[config.mk]
export PLATFORM = sky130hd
export DESIGN_NAME = pbt_timer
export DESIGN_NICKNAME = d
export VERILOG_FILES = /design/src/inc/pbt_pkg.sv /design/src/rtl/pbt_timer.sv
export VERILOG_INCLUDE_DIRS = /design/src /design/src/inc
export SDC_FILE = /design/constraint.sdc
export NUM_CORES = 1
export LEC_CHECK = 0
export BUFFER_PORTS_ARGS = -buffer_cell sky130_fd_sc_hd__buf_2
export CORE_MARGIN = 8
export CORE_UTILIZATION = 50
export DETAILED_ROUTE_END_ITERATION = 10
export MAX_ROUTING_LAYER = met4
export PLACE_DENSITY = 0.8
export SLEW_MARGIN = 0
export SYNTH_ARGS = -nofsm -noshare
export SYNTH_HDL_FRONTEND = slang
export SYNTH_SLANG_ARGS = --single-unit
[constraint.sdc]
create_clock -name pclk -period 3.5 [get_ports pclk]
set_clock_uncertainty 0.2 [all_clocks]
set_input_delay 0.35 -clock pclk [delete_from_list [all_inputs] [get_ports pclk]]
set_output_delay 0.35 -clock pclk [all_outputs]
set_load 0.05 [all_outputs]
[src/inc/pbt_params.svh]
// Constants of the programmable binary timer: APB offsets, control fields,
// reset values and oscillator timing. Included by the package and the RTL.
// Assumes a 25 MHz pclk and a 12-bit byte address on APB.
//
// Functional notes
// Sixteen-stage binary counter driven by oscillator
// Counter advances only on rising clock edges
// Power-up reset unless auto reset disabled
// Master reset high holds counter reset
// Any reset clears all stages together
// Master reset independent of auto reset
// Oscillator stopped while any reset active
// Selects give stages 13, 10, 8, 16
// Select A high routes sixteenth stage
// A=1, B=0 clocks ninth stage directly
// In reset output follows polarity select
// Recycle mode passes selected stage continuously
// Single mode latch sets after 2^(n-1)
// Single mode holds until reset or mode change
// External clock may replace internal oscillator
// Power-up input and divided clock oscillator
`ifndef PBT_PARAMS_SVH
`define PBT_PARAMS_SVH

// Register byte offsets
`define PBT_ADDR_W 12
`define PBT_OFF_CTRL 12'h000
`define PBT_OFF_OSC_DIV 12'h004
`define PBT_OFF_STATUS 12'h008

// Control word fields
`define PBT_CTRL_AUTO_OFF 0
`define PBT_CTRL_MASTER_RESET 1
`define PBT_CTRL_SEL_A 2
`define PBT_CTRL_SEL_B 3
`define PBT_CTRL_POLARITY 4
`define PBT_CTRL_RECYCLE 5
`define PBT_CTRL_EXT_CLK 6
`define PBT_CTRL_RESET 7'h00

// Status word fields
`define PBT_STAT_IN_RESET 16
`define PBT_STAT_LATCH 17
`define PBT_STAT_OUT 18

// Oscillator: one count per (divisor + 1) pclk cycles
`define PBT_OSC_DIV_RESET 16'h0018

`endif

[src/inc/pbt_pkg.sv]
// Types of the programmable binary timer.
// Assumes pbt_params.svh sits on the include path.
`include "pbt_params.svh"

package pbt_pkg;

  // Control register contents
  typedef struct packed {
    logic ext_clk_sel;
    logic recycle;
    logic polarity;
    logic sel_b;
    logic sel_a;
    logic master_reset;
    logic auto_off;
  } pbt_ctrl_s;

  typedef logic [15:0] pbt_count_t;

endpackage

[src/rtl/pbt_timer.sv]
// Programmable binary timer with an APB register slave.
// Assumes the package compiled first, pclk at 25 MHz and all pins synchronous.
`timescale 1ns/1ns
`include "pbt_params.svh"

module pbt_timer (
  input wire logic pclk,
  input wire logic presetn,
  input wire logic psel,
  input wire logic penable,
  input wire logic pwrite,
  input wire logic [`PBT_ADDR_W-1:0] paddr,
  input wire logic [31:0] pwdata,
  output logic [31:0] prdata,
  output logic pready,
  output logic pslverr,
  input wire logic power_up,
  input wire logic ext_clk,
  output logic timer_q
);

  pbt_pkg::pbt_ctrl_s ctrl;
  pbt_pkg::pbt_ctrl_s next_ctrl;
  logic [15:0] osc_div;
  logic [15:0] next_osc_div;
  logic [31:0] next_prdata;
  logic next_pready;
  logic next_pslverr;
  logic [15:0] osc_cnt;
  logic [15:0] next_osc_cnt;
  logic ext_prev;
  pbt_pkg::pbt_count_t cnt;
  pbt_pkg::pbt_count_t next_cnt;
  logic latch;
  logic next_latch;
  logic mode_prev;
  logic next_timer_q;
  logic in_reset;
  logic tick;
  logic bypass;
  logic stage;
  logic mode_chg;
  logic wr_take;

  // Reset sources; master reset acts whatever auto reset says
  assign in_reset = ctrl.master_reset | (power_up & ~ctrl.auto_off);

  // Count source: divided pclk or external clock rising edge, frozen in reset
  always_comb begin
    next_osc_cnt = osc_cnt + 16'h0001;
    if (in_reset || osc_cnt >= osc_div) begin
      next_osc_cnt = 16'h0000;
    end
  end
  assign tick = ~in_reset & (ctrl.ext_clk_sel ? (ext_clk & ~ext_prev)
                                              : (osc_cnt >= osc_div));

  always_ff @(posedge pclk or negedge presetn) begin
    if (!presetn) begin
      osc_cnt <= 16'h0000;
      ext_prev <= 1'b0;
    end else begin
      osc_cnt <= next_osc_cnt;
      ext_prev <= ext_clk;
    end
  end

  // Stage select: A high always means the last stage
  assign bypass = ctrl.sel_a & ~ctrl.sel_b;
  always_comb begin
    if (ctrl.sel_a) begin
      stage = cnt[15];
    end else if (ctrl.sel_b) begin
      stage = cnt[9];
    end else begin
      stage = cnt[12];
    end
  end
  assign mode_chg = ctrl.recycle ^ mode_prev;

  // Counter chain; in bypass the low eight stages sit idle
  always_comb begin
    next_cnt = cnt;
    if (in_reset || mode_chg) begin
      next_cnt = 16'h0000;
    end else if (tick && bypass) begin
      next_cnt[15:8] = cnt[15:8] + 8'h01;
    end else if (tick) begin
      next_cnt = cnt + 16'h0001;
    end
  end

  // Single-cycle latch and output; the latch only clears on restart
  always_comb begin
    next_latch = latch | (~ctrl.recycle & stage);
    if (in_reset || mode_chg) begin
      next_latch = 1'b0;
    end
    if (in_reset) begin
      next_timer_q = ctrl.polarity;
    end else if (ctrl.recycle) begin
      next_timer_q = stage ^ ctrl.polarity;
    end else begin
      next_timer_q = latch ^ ctrl.polarity;
    end
  end

  always_ff @(posedge pclk or negedge presetn) begin
    if (!presetn) begin
      cnt <= 16'h0000;
      latch <= 1'b0;
      mode_prev <= 1'b0;
      timer_q <= 1'b0;
    end else begin
      cnt <= next_cnt;
      latch <= next_latch;
      mode_prev <= ctrl.recycle;
      timer_q <= next_timer_q;
    end
  end

  // APB slave: one wait state so read data and error come from flops
  assign wr_take = psel & penable & pready & pwrite;
  always_comb begin
    next_ctrl = ctrl;
    next_osc_div = osc_div;
    next_pready = psel & penable & ~pready;
    next_prdata = 32'h0000_0000;
    next_pslverr = 1'b0;
    if (wr_take && paddr == `PBT_OFF_CTRL) begin
      next_ctrl.auto_off = pwdata[`PBT_CTRL_AUTO_OFF];
      next_ctrl.master_reset = pwdata[`PBT_CTRL_MASTER_RESET];
      next_ctrl.sel_a = pwdata[`PBT_CTRL_SEL_A];
      next_ctrl.sel_b = pwdata[`PBT_CTRL_SEL_B];
      next_ctrl.polarity = pwdata[`PBT_CTRL_POLARITY];
      next_ctrl.recycle = pwdata[`PBT_CTRL_RECYCLE];
      next_ctrl.ext_clk_sel = pwdata[`PBT_CTRL_EXT_CLK];
    end
    if (wr_take && paddr == `PBT_OFF_OSC_DIV) begin
      next_osc_div = pwdata[15:0];
    end
    if (next_pready) begin
      case (paddr)
        `PBT_OFF_CTRL: begin
          next_prdata[6:0] = ctrl;
        end
        `PBT_OFF_OSC_DIV: begin
          next_prdata[15:0] = osc_div;
        end
        `PBT_OFF_STATUS: begin
          next_prdata[15:0] = cnt;
          next_prdata[`PBT_STAT_IN_RESET] = in_reset;
          next_prdata[`PBT_STAT_LATCH] = latch;
          next_prdata[`PBT_STAT_OUT] = timer_q;
          next_pslverr = pwrite; // Status is read only
        end
        default: begin
          next_pslverr = 1'b1;
        end
      endcase
    end
  end

  always_ff @(posedge pclk or negedge presetn) begin
    if (!presetn) begin
      ctrl <= pbt_pkg::pbt_ctrl_s'(`PBT_CTRL_RESET);
      osc_div <= `PBT_OSC_DIV_RESET;
      pready <= 1'b0;
      prdata <= 32'h0000_0000;
      pslverr <= 1'b0;
    end else begin
      ctrl <= next_ctrl;
      osc_div <= next_osc_div;
      pready <= next_pready;
      prdata <= next_prdata;
      pslverr <= next_pslverr;
    end
  end
endmodule

==> After elaboration in Yosys (flattened, before gate mapping) <==
Cells that the tools add are included.
{ "word_totals": {"reg_bits": 80, "in_bits": 51, "out_inout_bits": 35, "word_cells": 72} }
{ "op_classes": {"add_sub_neg": 3, "n_lt_le_gt_ge": 1, "n_eq_ne": 3, "n_mux": 17, "bitwise": 20, "n_reduce_logical": 10} }
{ "op_table": {"columns": ["op", "n"], "rows": [
  ["$mux W16", 3],
  ["$add A16 B1 Y16 const B", 2],
  ["$pmux W7 S3", 1],
  ["$mux W19", 1],
  ["$pmux W9 S2", 1],
  ["$ge A16 B16 Y1", 1],
  ["$mux W8", 2],
  ["$eq A12 B3 Y1 const B", 1],
  ["$eq A12 B4 Y1 const B", 1],
  ["$logic_not A12 Y1", 1],
  ["$and A1 B1 Y1", 9],
  ["$add A8 B1 Y8 const B", 1],
  ["$mux W1", 7],
  ["$not A1 Y1", 6],
  ["$logic_and A1 B1 Y1", 3],
  ["$mux W3", 1],
  ["$reduce_bool A3 Y1", 1],
  ["$xor A1 B1 Y1", 3],
  ["$logic_or A1 B1 Y1", 2],
  ["$ne A2 B2 Y1 const B", 1],
  ["$or A1 B1 Y1", 2],
  ["$pmux W1 S2", 1],
  ["$reduce_and A2 Y1", 1],
  ["$reduce_bool A2 Y1", 1],
  ["$reduce_or A2 Y1", 1]
]} }

==> Logic depth before layout (Yosys ltp) <==
Gate-level depths: netlist of the first run.
{ "depth": {"depth_word": 8, "ltp_mapped": 10, "ltp_nobuf": 8} }

==> Worst setup path after synthesis of the first run <==
No wires, ideal clock.
{ "synth_timing": {"kind": "reg-to-reg", "startpoint": "reg osc_cnt[0]", "endpoint": "reg cnt[11]", "setup_time_ns": 0.078, "arrival_time_ns": 2.363, "required_ns": 3.222, "setup_slack_ns": 0.859, "stages_incl_launch_ff": 11, "n_path_buf": 2, "period_less_slack_ns": 2.641, "path_cell_list": "dfrtp_1 > inv_1 > ha_1 > nand2b_1 > a2111oi_0 > a2111oi_4 > o31ai_2 > buf_6 > buf_2 > o21ai_0 > a21oi_1"} }
{ "synth_via": {"elab_chain_len": 6, "word_cells_on_any_way": 7, "classes_between": "order compare: 1; mux: 3; bitwise: 1; reduce/logical: 2"} }
{ "synth_rtl": {"columns": ["item", "line_no", "rtl"], "rows": [
  ["from (decl)", "pbt_timer.sv:29", "logic [15:0] osc_cnt;"],
  ["from (signal assigned)", "pbt_timer.sv:63", "osc_cnt <= next_osc_cnt;"],
  ["$ge A16 B16 Y1 *", "pbt_timer.sv:56", ": (osc_cnt >= osc_div));"],
  ["$mux W1 *", "pbt_timer.sv:55", "assign tick = ~in_reset & (ctrl.ext_clk_sel ? (ext_clk & ~ext_prev)"],
  ["$and A1 B1 Y1 *", "pbt_timer.sv:55", null],
  ["$logic_and A1 B1 Y1", "pbt_timer.sv:86", "end else if (tick && bypass) begin"],
  ["$mux W8", "pbt_timer.sv:86", null],
  ["$mux W16", "pbt_timer.sv:84", "if (in_reset || mode_chg) begin"],
  ["to (signal assigned)", "pbt_timer.sv:115", "cnt <= next_cnt;"],
  ["to (decl)", "pbt_timer.sv:32", "pbt_pkg::pbt_count_t cnt;"]
]} }
Every way passes the cells marked *; elsewhere a longest branch is shown, timed or not.
A chain may end at the register's enable or synchronous reset.

==> Final worst setup path of the first run <==
{ "layout_timing": {"startpoint": "reg osc_div[14]", "endpoint": "reg cnt[14]"} }
{ "layout_via": {"elab_chain_len": 6, "word_cells_on_any_way": 7, "classes_between": "order compare: 1; mux: 3; bitwise: 1; reduce/logical: 2"} }
{ "layout_rtl": {"columns": ["item", "line_no", "rtl"], "rows": [
  ["from (decl)", "pbt_timer.sv:24", "logic [15:0] osc_div;"],
  ["from (signal assigned)", "pbt_timer.sv:167", "osc_div <= `PBT_OSC_DIV_RESET;"],
  ["from (signal assigned)", "pbt_timer.sv:173", "osc_div <= next_osc_div;"],
  ["$ge A16 B16 Y1 *", "pbt_timer.sv:56", null],
  ["$mux W1 *", "pbt_timer.sv:55", null],
  ["$and A1 B1 Y1 *", "pbt_timer.sv:55", null],
  ["$logic_and A1 B1 Y1", "pbt_timer.sv:86", null],
  ["$mux W8", "pbt_timer.sv:86", null],
  ["$mux W16", "pbt_timer.sv:84", null]
]} }
Marks and branches as above.

==> impl_metrics.csv, run 1 <==
group,metric,value,unit
outcome,status,"finished clean",
synth,synth_cell_types,44,
synth,synth_seq_cells,80,
layout,fillCellCount,649,
synth,ys_top_cells_by_area,"dfrtp_1 (48%), ha_1 (5.8%), nor2_1 (4.5%)",
routing,drtIter0Drc,221,
layout,drive_gt1_share,17.59,%
layout,fin_area,4664,µm²
cts,ctsLongestPathBuffers,2,
layout,syn_to_final_growth,14.11,%
global_routing,grt_overflow_total,0,
synth,synthFlopType,"dfrtp_1",
placed_design,io_buffer_count,56,
power,power.share.switching,25.73,%
global_routing,grt_pass1_wl,15.65,mm
floorplan,dieArea,11320,µm²
synth,avgSynthCellArea,9.618,µm²
global_routing,antenna_found_initial,0,
routing,wire_per_inst,15.76,µm
floorplan,start_util,50.77,%
routing,post-route-drc-count,0,
worst_setup_path,rrSetupSlack,0.51,ns
cts,clockRootBuffer,"clkbuf_8",
sta,finalCritPeriodShare,85.47,%
cts,clk_latency,0.35,ns
worst_setup_path,critPathCaptureType,"flip-flop",
placed_design,dp_cells,572,
global_routing,grt_pass1_vias,3293,
routing,drt-total-wl,9.360,mm
sta,rsz0062_at_grt,"no",
sta,period_needed,2.992,ns
power,p_clk_share,37.0,%
sta,final_max_slew_viol_count,0,
cts,clk_pin_slew_worst_paths,0.08,ns
sta,relSlewSlack,33.94,%
placed_design,pre_cts_ws,0.5109,ns
power,powerDensity,401.1,nW/µm²
synth,yosysTopAreaCell,"dfrtp_1",
global_routing,grt_usage,17.71,%
routing,route.vias.total,3275,
worst_setup_path,required,3.57,ns
floorplan,num_io_pins,86,
cts,htreeDepth,3,
power,p_leak,0.002368,µW
power,vdd.ir_drop.worst,0.0002316,V
placed_design,place_area,4405,µm²
sta,tightest_slew,0.9909,ns
synth,synthCells,425,
sta,finalWorstSetupSlack,0.5085,ns
worst_setup_path,cp.arrival,3.06,ns
floorplan,die_width,106.4,µm
routing,ant_nets,0,
synth,synth_top_area_share,47.75,%
power,p_int,1389,µW
floorplan,core_area,8051,µm²
cts,cts_buffers,9,
cts,cts_tree,"done",
synth,synth_edf_count,0,
synth,seq_area_frac_synth,49.04,%
worst_setup_path,crit_fanout,29,
power,p_sw,481.4,µW
routing,viasPerCell,5.513,
cts,ctsResizeCount,0,
routing,first_pass_iters,5,
synth,synth_warnings,0,
worst_setup_path,start_kind,"flip-flop",
min_path,hold_path_class,"input port to flip-flop",
layout,final-instance-count-excl-fill,594,
worst_setup_path,path_class,"flip-flop to flip-flop",
floorplan,num_rows,33,
layout,nets,554,
sta,tns,0,ns
placed_design,dp_hpwl,6.686,mm
sta,setup_viol,0,
cts,clock_sinks,80,
layout,n_antenna_cell,0,
sta,fmax,334.3,MHz
flow_run,cap_viol_max_count,0,
placed_design,gp_congestion,0.8490,
power,p_comb_share,9.7,%
power,seqPwrFrac,53.3,%
floorplan,fp.dieH,106.4,µm
sta,final-hold-violation-count,0,
synth,synthArstFlopShare,100.0,%
synth,syn_area,4088,µm²
global_routing,grt_max_degree,81,
[power groups by stage]
stage	clock [µW]	combinational [µW]	sequential, µW
5_1_grt	743	199	1000
6_report	693	181	997
3_5_place_dp	0	175	1010
3_3_place_gp	0	168	1010
2_1_floorplan	0	124	1010
4_1_cts	704	182	995
[routing by layer]
metal / global-route usage, % / part of all wire (%) / wire length [µm]
met1: 20.98 / 42 / 3912
met2: 28.55 / 52 / 4831
met3: 3.932 / 5.1 / 477
met4: 7.538 / 1.5 / 138
met5: - / 0 / 0
[state kept, by name, indices dropped and copies added, names as in the netlist, 7 cells and up]
signal   cells
osc_cnt     16
cnt         16
osc_div     16
prdata      19
ctrl         7
[through the flow]
step                      hold slack, ns  util (%)  power [µW]
after global routing            0.004568     57.93        1944
after CTS                       0.005237     57.93        1882
after global placement            0.2637     54.72        1179
after floorplan                  -0.1456         -        1133
after detailed placement          0.2871     54.72        1189
final                            0.01064     57.93        1871
[cell usage after synthesis, drive strengths merged, types with 2 or more instances]
library cell	number
dfrtp	78
nor2	49
nand2	39
o21ai	29
a21oi	28
inv	26
ha	19
buf	16
nand3	15
clkbuf	14
and3	10
mux2i	10
o31ai	10
a22oi	9
or4	9
or3	8
xnor2	8
xor2	8
nand4	7
mux2	5
a2111oi	3
and2	3
nor2b	3
nor4	3
dfstp	2
nand2b	2
nor3	2
o21a	2
[critical path, cell delays in order (launching register included)]
cell	delay, ns
dfrtp_1	0.37
inv_1	0.08
ha_1	0.30
nand4_1	0.16
or3_4	0.46
a2111oi_4	0.28
o31ai_2	0.12
buf_4	0.23
or4_1	0.51
a21oi_1	0.17
[cells by family after synthesis]
| group | synth area share, % |
|---|---|
| DFF | 49.04 |
| and+or+nand+nor | 17.66 |
| AOI/OAI and AO/OA | 13.56 |
| muxes | 3.826 |
| xor gates and xnor gates | 3.428 |
| adders and majority gates | 5.816 |
| buffers and inverters | 6.581 |
| other | 0.09174 |
[timing repair]
item / 4_1_cts / 5_1_grt
buffers inserted: 0 / 0
hold buffers: 6 / 0
hold endpoints to repair: 12 / 0
[layout by cell type, fill, tap and decap left out, drive strengths merged, types with 13 or more instances in the layout]
cell type  instances
nand3             15
dfrtp             78
buf               60
clkbuf            13
inv               26
ha                19
nor2              49
o21ai             29
a21oi             28
nand2             39
conb              13
[final cells by class]
cell class	instances	area (µm²)	area share [%]
multi-input combinational	301	1859	39.86
clock buffer	13	158.9	3.407
clock inverter	3	40.04	0.8584
tap	105	131.4	2.817
inverter	26	97.59	2.092
sequential	80	2004	42.97
timing repair buffer	66	372.9	7.994
[final timing paths]
kind                                    startpoint                 endpoint  depth (start not counted)
setup / recovery           osc_div[14]$_DFFE_PN0P_      cnt[14]$_DFFE_PN0P_                          9
hold / removal                          pwdata[14]  osc_div[14]$_DFFE_PN0P_                          3
setup reg to reg           osc_div[14]$_DFFE_PN0P_      cnt[14]$_DFFE_PN0P_                          9
hold reg to reg                  timer_q$_DFF_PN0_     prdata[18]$_DFF_PN0_                          1
max in group asynchronous                  presetn     prdata[17]$_DFF_PN0_                          2
min in group asynchronous                  presetn    osc_cnt[12]$_DFF_PN0_                          2
No activity file was read; power rests on OpenSTA's default activity.
==> run 2, diff against run 1 <==
--- a/config.mk
+++ b/config.mk
@@ -9,6 +9,7 @@
 export BUFFER_PORTS_ARGS = -buffer_cell sky130_fd_sc_hd__buf_2
 export CORE_MARGIN = 8
 export CORE_UTILIZATION = 50
+export CTS_BUF_LIST = sky130_fd_sc_hd__clkbuf_2
 export DETAILED_ROUTE_END_ITERATION = 10
 export MAX_ROUTING_LAYER = met4
 export PLACE_DENSITY = 0.8
==> impl_metrics.csv, run 2 (synthesis results as in run 1) <==
group,metric,value,unit
placed_design,dp_hpwl,6.686,mm
cts,clk_pin_slew_worst_paths,0.21,ns
sta,finalWorstSetupSlack,0.4747,ns
layout,layout_common_cells,"dfrtp_1 (78), buf_2 (55), nor2_1 (49)",
layout,fillCellCount,641,
floorplan,start_util,50.77,%
sta,rsz0062_at_grt,"no",
cts,cts_tree,"done",
global_routing,grt_pass1_vias,3412,
sta,final-hold-violation-count,0,
routing,ant_nets,0,
sta,final_max_slew_viol_count,0,
sta,period_needed,3.025,ns
floorplan,fp.dieH,106.4,µm
routing,drtIter0Drc,153,
layout,drive_gt1_share,17.03,%
worst_setup_path,path_class,"flip-flop to flip-flop",
placed_design,pre_cts_ws,0.5109,ns
layout,largest_reg_flops,19,
placed_design,gp_congestion,0.8490,
layout,syn_to_final_growth,15.67,%
worst_setup_path,required,3.75,ns
layout,n_antenna_cell,0,
cts,htreeDepth,3,
layout,top_register,"prdata",
cts,clk_latency,0.52,ns
cts,clockRootBuffer,"clkbuf_2",
layout,nets,570,
power,vdd.ir_drop.worst,0.0002179,V
floorplan,num_io_pins,86,
global_routing,grt_usage,18.14,%
cts,ctsResizeCount,0,
outcome,status,"finished clean",
min_path,hold_path_class,"input port to flip-flop",
sta,setup_viol,0,
floorplan,die_width,106.4,µm
worst_setup_path,critPathCaptureType,"flip-flop",
worst_setup_path,critical-path-slowest-cell,"or4_1",
worst_setup_path,cp_cell_sequence,"ha_1 -> nand4_1 -> or3_4 -> a2111oi_4 -> o31ai_2 -> buf_4 -> or4_1 -> a21oi_1",
global_routing,grt_pass1_wl,16.21,mm
global_routing,antenna_found_initial,0,
floorplan,core_area,8051,µm²
routing,drt-total-wl,9.525,mm
global_routing,grt_max_degree,81,
floorplan,num_rows,33,
routing,wire_per_inst,15.61,µm
worst_setup_path,start_kind,"flip-flop",
sta,tightest_slew,0.9890,ns
routing,post-route-drc-count,0,
routing,first_pass_iters,7,
cts,ctsLongestPathBuffers,2,
worst_setup_path,cpPeakStageDelay,0.51,ns
power,p_leak,0.002402,µW
cts,clock_sinks,80,
worst_setup_path,cp.arrival,3.28,ns
routing,viasPerCell,5.477,
global_routing,grt_overflow_total,0,
routing,route.vias.total,3341,
worst_setup_path,crit_fanout,29,
sta,fmax,330.5,MHz
placed_design,io_buffer_count,56,
sta,relSlewSlack,34.06,%
sta,tns,0,ns
flow_run,cap_viol_max_count,0,
cts,postCtsSetupRepairBufs,0,
power,powerDensity,352.0,nW/µm²
layout,final_common_cell,"dfrtp_1",
cts,cts_buffers,9,
floorplan,dieArea,11320,µm²
sta,finalCritPeriodShare,86.44,%
-- run 2: cell types whose count changed in the layout (fill, tap and decap cells not counted), sizes merged --
cell	before	now
clkbuf	13	11
dlygate4sd3	6	22
clkinv	2	4
-- run 2: power breakdown --
part	switching (µW)	total, µW	leakage, µW	internal, µW
combinational	116	194	0.00133	77.8
sequential	41.9	999	0.00100	957
clock	307	471	0.0000708	164
-- run 2: cell type report --
| cell class | count | area [µm²] | share of cell area (%) |
|---|---|---|---|
| clock buffers | 11 | 55.05 | 1.164 |
| clock inverters | 5 | 47.55 | 1.006 |
| inverters | 26 | 97.59 | 2.064 |
| multi-input cells | 301 | 1859 | 39.32 |
| flip-flops and latches | 80 | 2004 | 42.39 |
| well taps | 105 | 131.4 | 2.779 |
| repair buffers | 82 | 533.0 | 11.27 |
-- run 2: worst max-delay path, delay by kind of cell, from the launching register on --
family,cells,cell delay [ns]
buffers and inverters,1,0.24
flip-flops,1,0.45
adder cells (fa/ha/maj),1,0.34
AO/OA/AOI/OAI,3,0.55
AND/OR/NAND/NOR,3,1.15
-- run 2: path summary, 6_finish.rpt --
check	start	to	slack [ns]	cells past startpoint
max in group asynchronous	presetn	pready$_DFF_PN0_	2.16	2
worst min-delay path	power_up	prdata[16]$_DFF_PN0_	0.07	3
min in group asynchronous	presetn	osc_cnt[12]$_DFF_PN0_	0.26	2
worst max register to register	osc_cnt[15]$_DFF_PN0_	cnt[14]$_DFFE_PN0P_	0.47	8
worst min register to register	pready$_DFF_PN0_	pready$_DFF_PN0_	0.33	1
worst max-delay path	osc_cnt[15]$_DFF_PN0_	cnt[14]$_DFFE_PN0P_	0.47	8
-- run 2: routing by layer --
layer	global-route usage [%]	part of all wire (%)	up-vias	wire, µm
met5	-	0	-	0
met4	8.844	2.5	0	242
met3	2.783	4.2	23	404
met2	29.40	51	107	4849
met1	21.69	42	1614	4028
li1	-	-	1597	-
-- run 2: timing repair --
item | CTS | global route
hold buffers | 22 | 0
endpoints found under the hold margin | 104 | 0
setup endpoints to repair | 0 | 0
-- run 2: through the flow --
step	utilization, %	hold slack, ns	cell area, µm²	power, µW	std cells
detailed placement	54.72	0.2871	4405	1189	572
global placement	54.72	0.2637	4405	1179	572
floorplan	-	-0.1456	4133	1133	437
CTS	58.73	0.03062	4728	1677	610
finish	58.73	0.06798	4728	1664	610
global route	58.73	0.06821	4728	1736	610
